`config.mk`:
```
export PLATFORM = sky130hd
export DESIGN_NAME = tx_desc_engine
export DESIGN_NICKNAME = d
export VERILOG_FILES = /design/src/inc/txdesc_pkg.sv /design/src/rtl/ctl_word_decode.sv /design/src/rtl/app_word_sender.sv /design/src/rtl/tx_desc_engine.sv
export SDC_FILE = /design/constraint.sdc
export NUM_CORES = 1
export LEC_CHECK = 0
export BUFFER_PORTS_ARGS = -buffer_cell sky130_fd_sc_hd__buf_2
export CAP_MARGIN = 20
export CORE_ASPECT_RATIO = 0.75
export CORE_MARGIN = 2
export CORE_UTILIZATION = 35
export CTS_BUF_LIST = sky130_fd_sc_hd__clkbuf_4 sky130_fd_sc_hd__clkbuf_8
export DETAILED_ROUTE_END_ITERATION = 10
export PLACE_DENSITY = 0.69
export REMOVE_ABC_BUFFERS = 1
export SKIP_LAST_GASP = 1
export SYNTH_ARGS = -nofsm -noshare
export SYNTH_HDL_FRONTEND = slang
export SYNTH_SLANG_ARGS = --single-unit
```
`constraint.sdc`:
```
create_clock -name mclk -period 2.4 [get_ports mclk]
set_input_delay 0.48 -clock mclk [delete_from_list [all_inputs] [get_ports mclk]]
set_output_delay 0.48 -clock mclk [all_outputs]
set_load 0.1 [all_outputs]
```
`src/inc/txdesc_pkg.sv`:
```
package txdesc_pkg;

    localparam int LEN_MAX_W   = 26;
    localparam int CTL_EOF_BIT = 26;
    localparam int CTL_SOF_BIT = 27;
    localparam int CTL_RSV_LO  = 28;
    localparam int APP_WORDS   = 5;
    localparam int APP_CNT_W   = 3;
    localparam int DATA_W      = 32;
    localparam int KEEP_W      = 4;
    localparam int BEAT_BYTES  = 4;
    localparam int ADDR_W      = 8;
    localparam int IRQ_W       = 3;

    localparam logic [ADDR_W-1:0] OFS_CTRL     = 8'h00;
    localparam logic [ADDR_W-1:0] OFS_STATUS   = 8'h04;
    localparam logic [ADDR_W-1:0] OFS_IRQ_STAT = 8'h08;
    localparam logic [ADDR_W-1:0] OFS_IRQ_MASK = 8'h0C;
    localparam logic [ADDR_W-1:0] OFS_LAST_CTL = 8'h10;

    localparam int CTRL_RUN_BIT   = 0;
    localparam int STAT_HALT_BIT  = 0;
    localparam int STAT_IDLE_BIT  = 1;
    localparam int IRQ_ERR_BIT    = 0;
    localparam int IRQ_DESC_BIT   = 1;
    localparam int IRQ_PKT_BIT    = 2;

    localparam logic [KEEP_W-1:0]    KEEP_ALL  = 4'hF;
    localparam logic [LEN_MAX_W-1:0] LEN_BEAT  = 26'h0000004;
    localparam logic [LEN_MAX_W-1:0] LEN_ZERO  = 26'h0000000;
    localparam logic [APP_CNT_W-1:0] APP_LAST  = 3'h4;

    typedef enum logic [4:0] {
        S_IDLE    = 5'b00001,
        S_APP     = 5'b00010,
        S_DATA    = 5'b00100,
        S_HALTING = 5'b01000,
        S_HALTED  = 5'b10000
    } tx_state_t;

    typedef struct packed {
        logic [APP_WORDS-1:0][DATA_W-1:0] app;
        logic [DATA_W-1:0]                ctl;
    } desc_t;

    typedef struct packed {
        logic [LEN_MAX_W-1:0] len;
        logic                 sof;
        logic                 eof;
        logic                 zero_len;
    } ctl_fields_t;

    typedef struct packed {
        logic [LEN_MAX_W-1:0] len;
        logic                 sof;
        logic                 eof;
    } cmd_t;

    typedef struct packed {
        logic [DATA_W-1:0] data;
        logic [KEEP_W-1:0] keep;
        logic              last;
    } beat_t;

endpackage

```
`src/rtl/ctl_word_decode.sv`:
```
`timescale 1ns/10ps
module ctl_word_decode #(
    parameter int LEN_W = txdesc_pkg::LEN_MAX_W
) (
    input  wire logic [txdesc_pkg::DATA_W-1:0] ctl_word,
    output txdesc_pkg::ctl_fields_t            fields
);
    logic [txdesc_pkg::LEN_MAX_W-1:0] len_masked;

    genvar i;
    generate
        for (i = 0; i < txdesc_pkg::LEN_MAX_W; i++) begin : g_len
            // Bits above the built width are ignored
            assign len_masked[i] = (i < LEN_W) ? ctl_word[i] : 1'b0;
        end
    endgenerate

    // Top four bits are not looked at
    assign fields.len      = len_masked;
    assign fields.eof      = ctl_word[txdesc_pkg::CTL_EOF_BIT];
    assign fields.sof      = ctl_word[txdesc_pkg::CTL_SOF_BIT];
    assign fields.zero_len = (len_masked == txdesc_pkg::LEN_ZERO);
endmodule

```
`src/rtl/app_word_sender.sv`:
```
`timescale 1ns/10ps
module app_word_sender (
    input  wire logic                                            mclk,
    input  wire logic                                            rst_b,
    input  wire logic                                            start,
    input  wire logic [txdesc_pkg::APP_WORDS-1:0][txdesc_pkg::DATA_W-1:0] words,
    input  wire logic                                            cs_tready,
    output logic      [txdesc_pkg::DATA_W-1:0]                   cs_tdata,
    output logic                                                 cs_tvalid,
    output logic                                                 cs_tlast,
    output logic                                                 done
);
    typedef struct packed {
        logic [txdesc_pkg::APP_WORDS-1:0][txdesc_pkg::DATA_W-1:0] words;
        logic [txdesc_pkg::APP_CNT_W-1:0]                         cnt;
        logic                                                     busy;
    } snd_state_t;

    snd_state_t q;
    snd_state_t next_q;

    assign cs_tdata  = q.words[0];
    assign cs_tvalid = q.busy;
    assign cs_tlast  = q.busy && (q.cnt == txdesc_pkg::APP_LAST);
    assign done      = cs_tlast && cs_tready;

    always_comb begin
        next_q = q;
        if (start && !q.busy) begin
            next_q.words = words;
            next_q.cnt   = '0;
            next_q.busy  = 1'b1;
        end else if (q.busy && cs_tready) begin
            next_q.words = {{txdesc_pkg::DATA_W{1'b0}},
                            q.words[txdesc_pkg::APP_WORDS-1:1]};
            next_q.cnt   = q.cnt + 3'h1;
            if (cs_tlast) begin
                next_q.busy = 1'b0;
            end
        end
    end

    always_ff @(posedge mclk) begin
        if (!rst_b) begin
            q <= '0;
        end else begin
            q <= next_q;
        end
    end
endmodule

```
`src/rtl/tx_desc_engine.sv`:
```
`timescale 1ns/10ps
module tx_desc_engine #(
    parameter int LEN_W          = txdesc_pkg::LEN_MAX_W,
    parameter bit CTRL_STREAM_EN = 1'b1
) (
    input  wire logic                              mclk,
    input  wire logic                              rst_b,
    input  wire logic [txdesc_pkg::ADDR_W-1:0]     reg_addr,
    input  wire logic [txdesc_pkg::DATA_W-1:0]     reg_wdata,
    input  wire logic                              reg_wr,
    input  wire logic                              reg_rd,
    output logic      [txdesc_pkg::DATA_W-1:0]     reg_rdata,
    output logic                                   irq,
    input  wire logic                              desc_valid,
    input  wire txdesc_pkg::desc_t                 desc,
    output logic                                   desc_ready,
    output logic                                   app_fetch_en,
    output txdesc_pkg::cmd_t                       cmd,
    output logic                                   cmd_valid,
    input  wire logic [txdesc_pkg::DATA_W-1:0]     mover_data,
    input  wire logic                              mover_valid,
    output logic                                   mover_ready,
    output txdesc_pkg::beat_t                      tx_beat,
    output logic                                   tx_tvalid,
    input  wire logic                              tx_tready,
    output logic      [txdesc_pkg::DATA_W-1:0]     cs_tdata,
    output logic                                   cs_tvalid,
    output logic                                   cs_tlast,
    input  wire logic                              cs_tready
);
    typedef struct packed {
        txdesc_pkg::tx_state_t            st;
        logic                             run;
        logic [txdesc_pkg::IRQ_W-1:0]     irq_stat;
        logic [txdesc_pkg::IRQ_W-1:0]     irq_mask;
        logic [txdesc_pkg::LEN_MAX_W-1:0] remaining;
        logic                             eof;
        logic [txdesc_pkg::DATA_W-1:0]    ctl_word;
        txdesc_pkg::cmd_t                 cmd;
        logic                             cmd_valid;
        txdesc_pkg::beat_t                beat;
        logic                             beat_valid;
        logic [txdesc_pkg::DATA_W-1:0]    rdata;
    } eng_state_t;

    eng_state_t                  q;
    eng_state_t                  next_q;
    txdesc_pkg::ctl_fields_t     fields;
    logic                        app_start;
    logic                        app_done;
    logic                        take_desc;
    logic                        take_beat;
    logic                        last_of_buf;
    logic [2:0]                  keep_shift;
    logic [txdesc_pkg::IRQ_W-1:0] ev;
    logic [txdesc_pkg::IRQ_W-1:0] clr;

    ctl_word_decode #(
        .LEN_W    (LEN_W)
    ) u_decode (
        .ctl_word (desc.ctl),
        .fields   (fields)
    );

    app_word_sender u_app (
        .mclk      (mclk),
        .rst_b     (rst_b),
        .start     (app_start),
        .words     (desc.app),
        .cs_tready (cs_tready),
        .cs_tdata  (cs_tdata),
        .cs_tvalid (cs_tvalid),
        .cs_tlast  (cs_tlast),
        .done      (app_done)
    );

    assign app_fetch_en = CTRL_STREAM_EN;
    assign desc_ready   = (q.st == txdesc_pkg::S_IDLE) && q.run;
    assign take_desc    = desc_valid && desc_ready;
    assign app_start    = take_desc && !fields.zero_len && fields.sof
                          && CTRL_STREAM_EN;
    assign mover_ready  = (q.st == txdesc_pkg::S_DATA)
                          && (!q.beat_valid || tx_tready);
    assign take_beat    = mover_valid && mover_ready;
    assign last_of_buf  = (q.remaining <= txdesc_pkg::LEN_BEAT);
    assign keep_shift   = 3'(txdesc_pkg::BEAT_BYTES)
                          - q.remaining[2:0];
    assign cmd          = q.cmd;
    assign cmd_valid    = q.cmd_valid;
    assign tx_beat      = q.beat;
    assign tx_tvalid    = q.beat_valid;
    assign reg_rdata    = q.rdata;
    assign irq          = |(q.irq_stat & q.irq_mask);

    always_comb begin
        next_q           = q;
        ev               = '0;
        clr              = '0;
        next_q.cmd_valid = 1'b0;
        next_q.rdata     = '0;
        if (q.beat_valid && tx_tready) begin
            next_q.beat_valid = 1'b0;
        end
        case (q.st)
            txdesc_pkg::S_IDLE: begin
                if (!q.run) begin
                    // A held beat must drain before the halt is reported
                    next_q.st = txdesc_pkg::S_HALTING;
                end else if (take_desc) begin
                    next_q.ctl_word = desc.ctl;
                    if (fields.zero_len) begin
                        ev[txdesc_pkg::IRQ_ERR_BIT] = 1'b1;
                        next_q.run = 1'b0;
                        next_q.st  = txdesc_pkg::S_HALTING;
                    end else begin
                        next_q.remaining = fields.len;
                        next_q.eof       = fields.eof;
                        next_q.cmd.len   = fields.len;
                        next_q.cmd.sof   = fields.sof;
                        next_q.cmd.eof   = fields.eof;
                        next_q.cmd_valid = 1'b1;
                        // Control words precede the first buffer
                        next_q.st = app_start ? txdesc_pkg::S_APP
                                              : txdesc_pkg::S_DATA;
                    end
                end
            end
            txdesc_pkg::S_APP: begin
                if (app_done) begin
                    next_q.st = txdesc_pkg::S_DATA;
                end
            end
            txdesc_pkg::S_DATA: begin
                if (take_beat) begin
                    next_q.beat.data  = mover_data;
                    next_q.beat.keep  = last_of_buf
                                        ? (txdesc_pkg::KEEP_ALL >> keep_shift)
                                        : txdesc_pkg::KEEP_ALL;
                    next_q.beat.last  = q.eof && last_of_buf;
                    next_q.beat_valid = 1'b1;
                    next_q.remaining  = last_of_buf ? txdesc_pkg::LEN_ZERO
                                        : q.remaining - txdesc_pkg::LEN_BEAT;
                    if (last_of_buf) begin
                        ev[txdesc_pkg::IRQ_DESC_BIT] = 1'b1;
                        ev[txdesc_pkg::IRQ_PKT_BIT]  = q.eof;
                        next_q.st = txdesc_pkg::S_IDLE;
                    end
                end
            end
            txdesc_pkg::S_HALTING: begin
                // Let the last beat drain before reporting the halt
                if (!q.beat_valid) begin
                    next_q.st = txdesc_pkg::S_HALTED;
                end
            end
            txdesc_pkg::S_HALTED: begin
                if (q.run) begin
                    next_q.st = txdesc_pkg::S_IDLE;
                end
            end
            default: begin
                next_q.st = txdesc_pkg::S_IDLE;
            end
        endcase
        if (reg_wr) begin
            if (reg_addr == txdesc_pkg::OFS_CTRL) begin
                next_q.run = reg_wdata[txdesc_pkg::CTRL_RUN_BIT];
            end else if (reg_addr == txdesc_pkg::OFS_IRQ_STAT) begin
                clr = reg_wdata[txdesc_pkg::IRQ_W-1:0];
            end else if (reg_addr == txdesc_pkg::OFS_IRQ_MASK) begin
                next_q.irq_mask = reg_wdata[txdesc_pkg::IRQ_W-1:0];
            end
        end
        // A new event wins over a clear in the same cycle
        next_q.irq_stat = (q.irq_stat & ~clr) | ev;
        if (reg_rd) begin
            if (reg_addr == txdesc_pkg::OFS_CTRL) begin
                next_q.rdata[txdesc_pkg::CTRL_RUN_BIT] = q.run;
            end else if (reg_addr == txdesc_pkg::OFS_STATUS) begin
                next_q.rdata[txdesc_pkg::STAT_HALT_BIT] =
                    (q.st == txdesc_pkg::S_HALTED);
                next_q.rdata[txdesc_pkg::STAT_IDLE_BIT] =
                    (q.st == txdesc_pkg::S_IDLE);
            end else if (reg_addr == txdesc_pkg::OFS_IRQ_STAT) begin
                next_q.rdata[txdesc_pkg::IRQ_W-1:0] = q.irq_stat;
            end else if (reg_addr == txdesc_pkg::OFS_IRQ_MASK) begin
                next_q.rdata[txdesc_pkg::IRQ_W-1:0] = q.irq_mask;
            end else if (reg_addr == txdesc_pkg::OFS_LAST_CTL) begin
                next_q.rdata = q.ctl_word;
            end
        end
    end

    always_ff @(posedge mclk) begin
        if (!rst_b) begin
            q    <= '0;
            q.st <= txdesc_pkg::S_IDLE;
        end else begin
            q <= next_q;
        end
    end
endmodule

```
-- Word level (Yosys, flattened, before mapping)
Cells that the tools add are included.
- $add $sub $neg: 3
- magnitude comparators: 1
- equal/unequal tests: 19
- shift-type cells: 1
- muxes and demuxes: 44
- bitwise logic cells: 10
- reductions and logical operators: 35
- operators by type and width (cell ; number):
    $mux W164 ; 2
    $mux W88 ; 2
    $mux W26 ; 2
    $pmux W26 S2 ; 1
    $mux W5 ; 6
    $mux W29 ; 1
    $mux W27 ; 1
    $le A26 B3 Y1 const B ; 1
    $logic_not A26 Y1 ; 1
    $sub A26 B3 Y26 const B ; 1
    $pmux W5 S5 ; 1
    $mux W3 ; 7
    $eq A8 B4 Y1 const B ; 2
    $ne A2 B2 Y1 const B ; 8
    $mux W1 ; 14
    $logic_and A1 B1 Y1 ; 12
    $reduce_and A4 Y1 ; 3
    $eq A8 B3 Y1 const B ; 1
    $eq A8 B5 Y1 const B ; 1
    $logic_not A8 Y1 ; 1
    $mux W2 ; 4
    $mux W4 ; 2
    $reduce_or A7 Y1 ; 1
    $and A3 B3 Y3 ; 2
    24 further kinds ; 36
- register bits: 333
- word-level logic and storage cells: 138

-- Depth between registers and ports, before layout
Gate-level depths: netlist of run 1.
- word-level depth: 12
- mapped depth: 10

-- Modules after synthesis
From an unflattened synthesis of run 1, not the netlist that was laid out.
- cells, all modules: 1713
- area total of the unflattened synthesis: 15742.6 sq um
- modules (own cells, without submodules) (module ; instances ; cells an instance ; area an instance (sq um)):
    app_word_sender ; 1 ; 772 ; 7995.2
    tx_desc_engine ; 1 ; 903 ; 7480.9
    ctl_word_decode ; 1 ; 38 ; 266.5

-- Worst setup path after synthesis of run 1
Ideal clock, no wire load.
- path type: flip-flop to flip-flop
- start point: reg q (netlist bit tx_tvalid)
- end point: reg q[145] (netlist bit)
- library setup time: 0.101 ns
- arrival time: 2.498 ns
- data required time: 2.299 ns
- slack: -0.199 ns
- stages on the path, launching flop included: 8
- clock period less this slack: 2.599 ns
- cells stage by stage: dfxtp_1 nand2b_1 nand4_1 nand3_1 a21oi_1 clkbuf_1 o211ai_1 o41ai_1
- word-level cells in the longest chain between the ends: 6
- ends and longest elaborated chain (element ; line ; source):
    from (decl) ; tx_desc_engine.sv:46 ; eng_state_t q;
    from (signal assigned) ; tx_desc_engine.sv:199 ; q <= next_q;
    $logic_not A1 Y1 ; n/a ;
    $logic_or A1 B1 Y1 ; tx_desc_engine.sv:83 ; && (!q.beat_valid || tx_tready);
    $logic_and A1 B1 Y1 ; tx_desc_engine.sv:83 ;
    $logic_and A1 B1 Y1 ; tx_desc_engine.sv:84 ; assign take_beat = mover_valid && mover_ready;
    $ne A2 B2 Y1 (no source line) ; n/a ;
    $reduce_and A5 Y1 (no source line) ; n/a ;
No other way between the ends.
A chain may end at the register's enable or synchronous reset.

-- Worst setup path after layout of run 1
- start point: reg q[140] (netlist bit)
- end point: reg q[144] (netlist bit)
- word-level cells in the longest chain between the ends: 4
- elaborated cells between the ends (all ways): 5
- classes of those cells: add/sub: 1; order compare: 1; mux: 3
- ends and longest elaborated chain (element ; line ; source):
    $sub A26 B3 Y26 or $le A26 B3 Y1 (tied branches) ; tx_desc_engine.sv:142, tx_desc_engine.sv:85 ;
    $mux W26 (*) ; tx_desc_engine.sv:141 ; next_q.remaining = last_of_buf ? txdesc_pkg::LEN_ZERO
    $mux W26 (*) ; tx_desc_engine.sv:134 ; if (take_beat) begin
    $pmux W26 S2 (*) ; tx_desc_engine.sv:104 ; case (q.st)
Mark *: on every way between the ends. The rest lies on a longest branch, timed or not. The select of a mux whose other input is x is not followed.

==> results.json, run 1 <==
{
  "dp_cells": 2406,
  "yosys-top-cells-count": "355 x nand2_1, 333 x dfxtp_1, 292 x a21oi_1",
  "critical_path.endpoint_type": "register",
  "grt-ovfl-total": 0,
  "dpl.hpwl_um": 29300,
  "internal-power_mw": 9.01,
  "rsz0062_at_grt": "yes",
  "tritoncts": "yes",
  "htree_num_levels": 2,
  "setup_tns_ns": 0,
  "p_sw_frac": 0.223,
  "power_density_nw_per_um2": 674,
  "final_layout_size_suffix_gt1_frac": 0.305,
  "clk_path_buf_depth": 3,
  "yosys.cell_count.top_type": "nand2_1",
  "vias": 13000,
  "synth_top_area_cell": "dfxtp_1",
  "synth_seq_cells": 333,
  "p_leak_nw": 6.92,
  "r2r_slack_ns": 0.02,
  "postRouteAntennaNets": 0,
  "io_pins": 409,
  "crit_arrival_ns": 2.88,
  "cts_sinks": 333,
  "synth_edf_count": 0,
  "power.total_mw": 11.6,
  "async_reset_ff_frac": 0,
  "reg2reg_depth": 8,
  "initial_utilization": 0.357,
  "max-slew-margin-rel": 0.460,
  "seq_area_frac_synth": 0.484,
  "grt_max_degree": 160,
  "dieArea_um2": 41000,
  "ys_warn_count": 0,
  "routed_wl_um": 42200,
  "fmax_ghz": 0.420,
  "syn2layout_area_growth_pct": 24.9,
  "maxCapViolCount": 0,
  "synth_top_area_share": 0.484,
  "drt_iter0_drc": 884,
  "r2r-end": "q[144]$_SDFFE_PN0P_",
  "syn_area_um2": 13800,
  "slew_viol_final": 0,
  "hp-class": "input pin to register",
  "final.setup.worst_slack_ns": 0.0188,
  "postSynthAreaPerCell_um2": 8.27,
  "clkTransAtPathRegs_ns": 0.06,
  "final_cell_area_um2": 17200,
  "core_area_um2": 38600,
  "status": "finished, final reports clean",
  "die_h_um": 176,
  "hp-start": "desc[28]",
  "hold_end": "q[127]$_SDFFE_PN0P_",
  "placed_area_um2": 15900,
  "place_congestion": 0.888,
  "die_w_um": 233,
  "wl_per_cell_um": 16.8,
  "clk_latency_ns": 0.62,
  "tightestPinTransition_ns": 0.810,
  "pwr-share-seq": 0.478,
  "grt.total_usage": 0.193,
  "cts_made_buffers": 54,
  "crit_type": "register to register",
  "cts_hold_buf": 0,
  "cts-root-buf": "clkbuf_8",
  "finClkSkew_ns": 0.0330,
  "whs_path_depth": 3,
  "port_buffers": 378,
  "crit_required_ns": 2.90,
  "synth-main-ff-cell": "dfxtp_1",
  "grt_pass1_wl_um": 63900,
  "combPwrFrac": 0.038,
  "drt_pass1_iterations": 5,
  "power_frac_clock": 0.484,
  "period_needed_ns": 2.38,
  "viasPerCell": 5.15,
  "critPathMaxFanout": 18,
  "period_share": 0.992,
  "std_cell_rows": 62,
  "grt_pass1_vias": 12400,
  "synthCells": 1666,
  "rr_startpoint": "q[140]$_SDFFE_PN0P_",
  "cp-start-kind": "register",
  "finalHoldViolations": 0,
  "final_cells": 2515,
  "drc": 0,
  "antenna_found_initial": 7,
  "synth_cell_types": 61,
  "fin_nets": 2232,
  "place_ws_ns": -0.226,
  "synth_area_leaders": "dfxtp_1 48%, a21oi_1 11%, nand2_1 9.7%",
  "peakVddDrop_v": 0.000455,
  "power.switching_mw": 2.58,
  "setup_viol": 0
}
[worst max-delay path, stage by stage, from the launching register on]
cell	delay, ns
dfxtp_1	0.32
or4_4	0.54
buf_4	0.18
nor4_4	0.32
a31oi_2	0.16
buf_4	0.25
a31oi_1	0.16
nor3_1	0.06
a311o_1	0.28
[logic make-up (layout without fill, tap and decap cells)]
kind of cell,count (synthesis),count (layout),share of synthesized area
other cells,1,9,0.000272
flops,333,333,0.484
xor+xnor,3,3,0.00191
fa+ha+maj,7,7,0.00635
buf+inv,258,586,0.107
simple gates,552,553,0.175
compound gates,507,507,0.222
mux,5,5,0.00363
[registers in the layout, summed over array words and instances (netlist names)]
register and flops:
cmd 28, tx_beat 37, u_app.q 131, tx_tvalid 1, q 70, cmd_valid 1
reg_rdata 32, u_app.cs_tdata 32, u_app.cs_tvalid 1
[worst max path at each step]
stage / startpoint / endpoint / cells past startpoint
after floorplan: u_app.cs_tvalid$_SDFFE_PN0P_ / u_app.cs_tdata[0]$_SDFFE_PN0P_ / 4
after global placement: desc[25] / u_app.q[78]$_SDFFE_PN0P_ / 11
after detailed placement: desc[25] / u_app.q[86]$_SDFFE_PN0P_ / 9
after CTS: q[147]$_SDFFE_PN0P_ / q[144]$_SDFFE_PN0P_ / 8
after global routing: q[140]$_SDFFE_PN0P_ / q[144]$_SDFFE_PN0P_ / 8
final: q[140]$_SDFFE_PN0P_ / q[144]$_SDFFE_PN0P_ / 8
[layout by cell type, fill, tap and decap left out, types with 6 or more instances in the layout]
cell type and count:
ha_1 7, o21ai_0 21, clkbuf_8 66, dfxtp_1 333, clkinv_2 9, o21a_1 7
clkbuf_4 15, inv_1 8, a221oi_1 6, buf_2 375, buf_12 17, nor3_1 15
a22oi_1 130, diode_2 8, a31oi_1 6, or3_1 6, nand2_1 354, nor2_1 50
buf_4 85, a21oi_1 291, nand3_1 41, and2_1 30, and3_1 8, nor4_1 8
[power groups by stage]
stage / Combinational (mW) / Clock [mW] / Sequential, mW
floorplan: 0.118 / 0 / 5.67
global placement: 0.433 / 0 / 5.66
detailed placement: 0.437 / 0 / 5.66
CTS: 0.440 / 5.79 / 5.54
global route: 0.480 / 6.03 / 5.54
finish: 0.443 / 5.61 / 5.54
[metal layers]
metal | wire [um] | track usage | up-vias | share of wire
li1 | - | - | 6242 | -
met1 | 18300 | 0.256 | 6112 | 0.43
met2 | 19400 | 0.302 | 500 | 0.46
met3 | 3010 | 0.0394 | 96 | 0.071
met4 | 1550 | 0.0884 | 0 | 0.037
met5 | 0 | 0 | - | 0
[area by class of cell]
type	count	area, um2
fill	3807	21300
sequential	333	6670
multi-input combinational	1076	5720
timing repair buffer	479	2880
clock buffer	81	1020
tap	512	641
clock inverter	17	226
inverter	9	41.3
antenna	8	20.0
[what timing repair did]
action,4_1_cts,5_1_grt
resized for setup,7,6
buffers inserted,0,2
setup endpoints to repair,10,72
pin swaps,2,3
cloned,0,1
[metrics by stage]
| stage | utilization | hold WS (ns) |
|---|---|---|
| 4_1_cts | 0.444 | 0.0403 |
| 5_1_grt | 0.446 | 0.0640 |
| 3_5_place_dp | 0.411 | 0.442 |
| 2_1_floorplan | - | 0.430 |
| 3_3_place_gp | 0.411 | 0.434 |
| 6_report | 0.446 | 0.0999 |
Note: power is estimated with default switching activity, not from simulation.
==> run 2, diff against run 1 <==
==> constraint.sdc (replaced) <==
create_clock -name mclk -period 2 [get_ports mclk]
set_input_delay 0.4 -clock mclk [delete_from_list [all_inputs] [get_ports mclk]]
set_output_delay 0.4 -clock mclk [all_outputs]
set_load 0.1 [all_outputs]
==> results.json, run 2 (same netlist as run 1, synthesis figures left out) <==
{
  "tritoncts": "yes",
  "slew_viol_final": 0,
  "grt_pass1_vias": 13100,
  "viasPerCell": 5.27,
  "clk_latency_ns": 0.63,
  "maxCapViolCount": 0,
  "period_share": 1.20,
  "period_needed_ns": 2.40,
  "setup_tns_ns": -21.04,
  "drt_pass1_iterations": 5,
  "grt.total_usage": 0.211,
  "cts_sinks": 333,
  "dpl.hpwl_um": 30600,
  "cts-root-buf": "clkbuf_8",
  "wl_per_cell_um": 18.7,
  "finClkSkew_ns": 0.0407,
  "crit_path_frequent_cell": "or4_4",
  "port_buffers": 378,
  "hp-start": "desc[179]",
  "drc": 0,
  "power_density_nw_per_um2": 670,
  "p_leak_nw": 8.33,
  "core_area_um2": 38600,
  "whs_path_depth": 3,
  "crit_required_ns": 2.49,
  "crit_type": "register to register",
  "peakVddDrop_v": 0.000486,
  "rsz0062_at_grt": "yes",
  "final_layout_size_suffix_gt1_frac": 0.452,
  "final.setup.worst_slack_ns": -0.404,
  "die_h_um": 176,
  "grt_pass1_wl_um": 69400,
  "finalHoldViolations": 0,
  "postRouteAntennaNets": 0,
  "vias": 14200,
  "grt-ovfl-total": 0,
  "place_congestion": 0.909,
  "max-slew-margin-rel": 0.482,
  "antenna_found_initial": 8,
  "setup_viol": 197,
  "num-fill-cells": 3369,
  "hold_end": "u_app.q[151]$_SDFFE_PN0P_",
  "regMostFlops": "u_app.q",
  "hp-class": "input pin to register",
  "tightestPinTransition_ns": 0.778,
  "regArea_um2": 6680,
  "htree_num_levels": 2,
  "reg2reg_depth": 6,
  "critPathMaxFanout": 5,
  "io_pins": 409,
  "r2r-end": "q[155]$_SDFFE_PN0P_",
  "initial_utilization": 0.357,
  "drt_iter0_drc": 1084,
  "cp_top_family": "simple AND/OR/NAND/NOR gates",
  "status": "finished, violations left",
  "critical_path.endpoint_type": "register",
  "dieArea_um2": 41000,
  "clk_path_buf_depth": 3,
  "routed_wl_um": 50200,
  "violations": "setup timing",
  "mostFrequentLayoutCells": "373 x buf_2, 321 x dfxtp_1, 311 x nand2_1",
  "rr_startpoint": "q[146]$_SDFFE_PN0P_",
  "std_cell_rows": 62,
  "multi_input_area_um2": 7040,
  "postLayoutCoreUtil": 0.539,
  "crit_arrival_ns": 2.89,
  "cp-start-kind": "register",
  "slowest_delay_ns": 0.54,
  "die_w_um": 233,
  "final_common_cell": "buf_2",
  "syn2layout_area_growth_pct": 50.8,
  "cts_made_buffers": 54,
  "largest_reg_flops": 131,
  "fin_nets": 2411,
  "fmax_ghz": 0.416,
  "path_buf_inv": 0,
  "worst_path_max_delay_cell": "or4_4",
  "grt_max_degree": 135,
  "r2r_slack_ns": -0.40,
  "clkTransAtPathRegs_ns": 0.06,
  "worstPathCellList": "or4_4 > or4_4 > or3_4 > o31a_1 > o211ai_2 > o21ai_1"
}
run 2: stage by stage:
stage               instances  setup slack (ns)  cell area (um2)  total power [mW]  hold slack [ns]
floorplan                1417             -5.95            12300              6.95            0.430
global placement         2466            -0.667            16300              7.34            0.434
detailed placement       2466            -0.665            16300              7.35            0.439
CTS                      2642            -0.399            18700              14.0          0.00129
global route             2691            -0.455            20800              14.5           0.0110
finish                   2691            -0.404            20800              13.9           0.0537
run 2: worst register-to-register path, stage by stage (launching register included):
cell and delay [ns]:
dfxtp_2 0.33, or4_4 0.54, or4_4 0.52, or3_4 0.38, o31a_1 0.26, o211ai_2 0.14, o21ai_1 0.09
run 2: final cells by class:
class                           instances  area share
Multi-Input combinational cell       1077       0.339
Sequential cell                       333       0.321
Timing Repair Buffer                  657       0.248
Clock buffer                           82      0.0507
Tap cell                              512      0.0308
Clock inverter                         15     0.00704
Inverter                                9     0.00199
Antenna cell                            6    0.000722
run 2: metal layers:
metal / track usage / wire length (um) / vias up / share of wire
met5: 0 / 0 / - / 0
met3: 0.0380 / 3290 / 112 / 0.066
met1: 0.284 / 21700 / 6862 / 0.43
li1: - / - / 6648 / -
met4: 0.0908 / 1540 / 0 / 0.031
met2: 0.332 / 23600 / 557 / 0.47
run 2: how the worst max path moves through the flow:
stage                                       startpoint                             end  slack (ns)  cells past startpoint
after global placement                         desc[2]       u_app.q[100]$_SDFFE_PN0P_       -0.67                      8
after CTS                          q[140]$_SDFFE_PN0P_             q[155]$_SDFFE_PN0P_       -0.40                      6
after global routing               q[146]$_SDFFE_PN0P_             q[155]$_SDFFE_PN0P_       -0.45                      6
after floorplan           u_app.cs_tvalid$_SDFFE_PN0P_  u_app.cs_tdata[0]$_SDFFE_PN0P_       -5.95                      4
final                              q[146]$_SDFFE_PN0P_             q[155]$_SDFFE_PN0P_       -0.40                      6
after detailed placement                       desc[2]  u_app.cs_tdata[7]$_SDFFE_PN0P_       -0.67                     10
run 2: where the power goes:
group / internal [mW] / switching [mW] / total [mW] / leakage (nW)
clock: 3.64 / 2.90 / 6.54 / 0.635
sequential: 6.64 / 0.0104 / 6.65 / 2.69
combinational: 0.360 / 0.375 / 0.735 / 5.00
run 2: what timing repair did:
action                     CTS  global route
setup endpoints to repair  188           229
hold endpoints to repair    55             2
pin swaps                   38           190
buffers inserted            21            18
hold buffers                54             2
gates cloned                 5            31
resized for setup          103           309
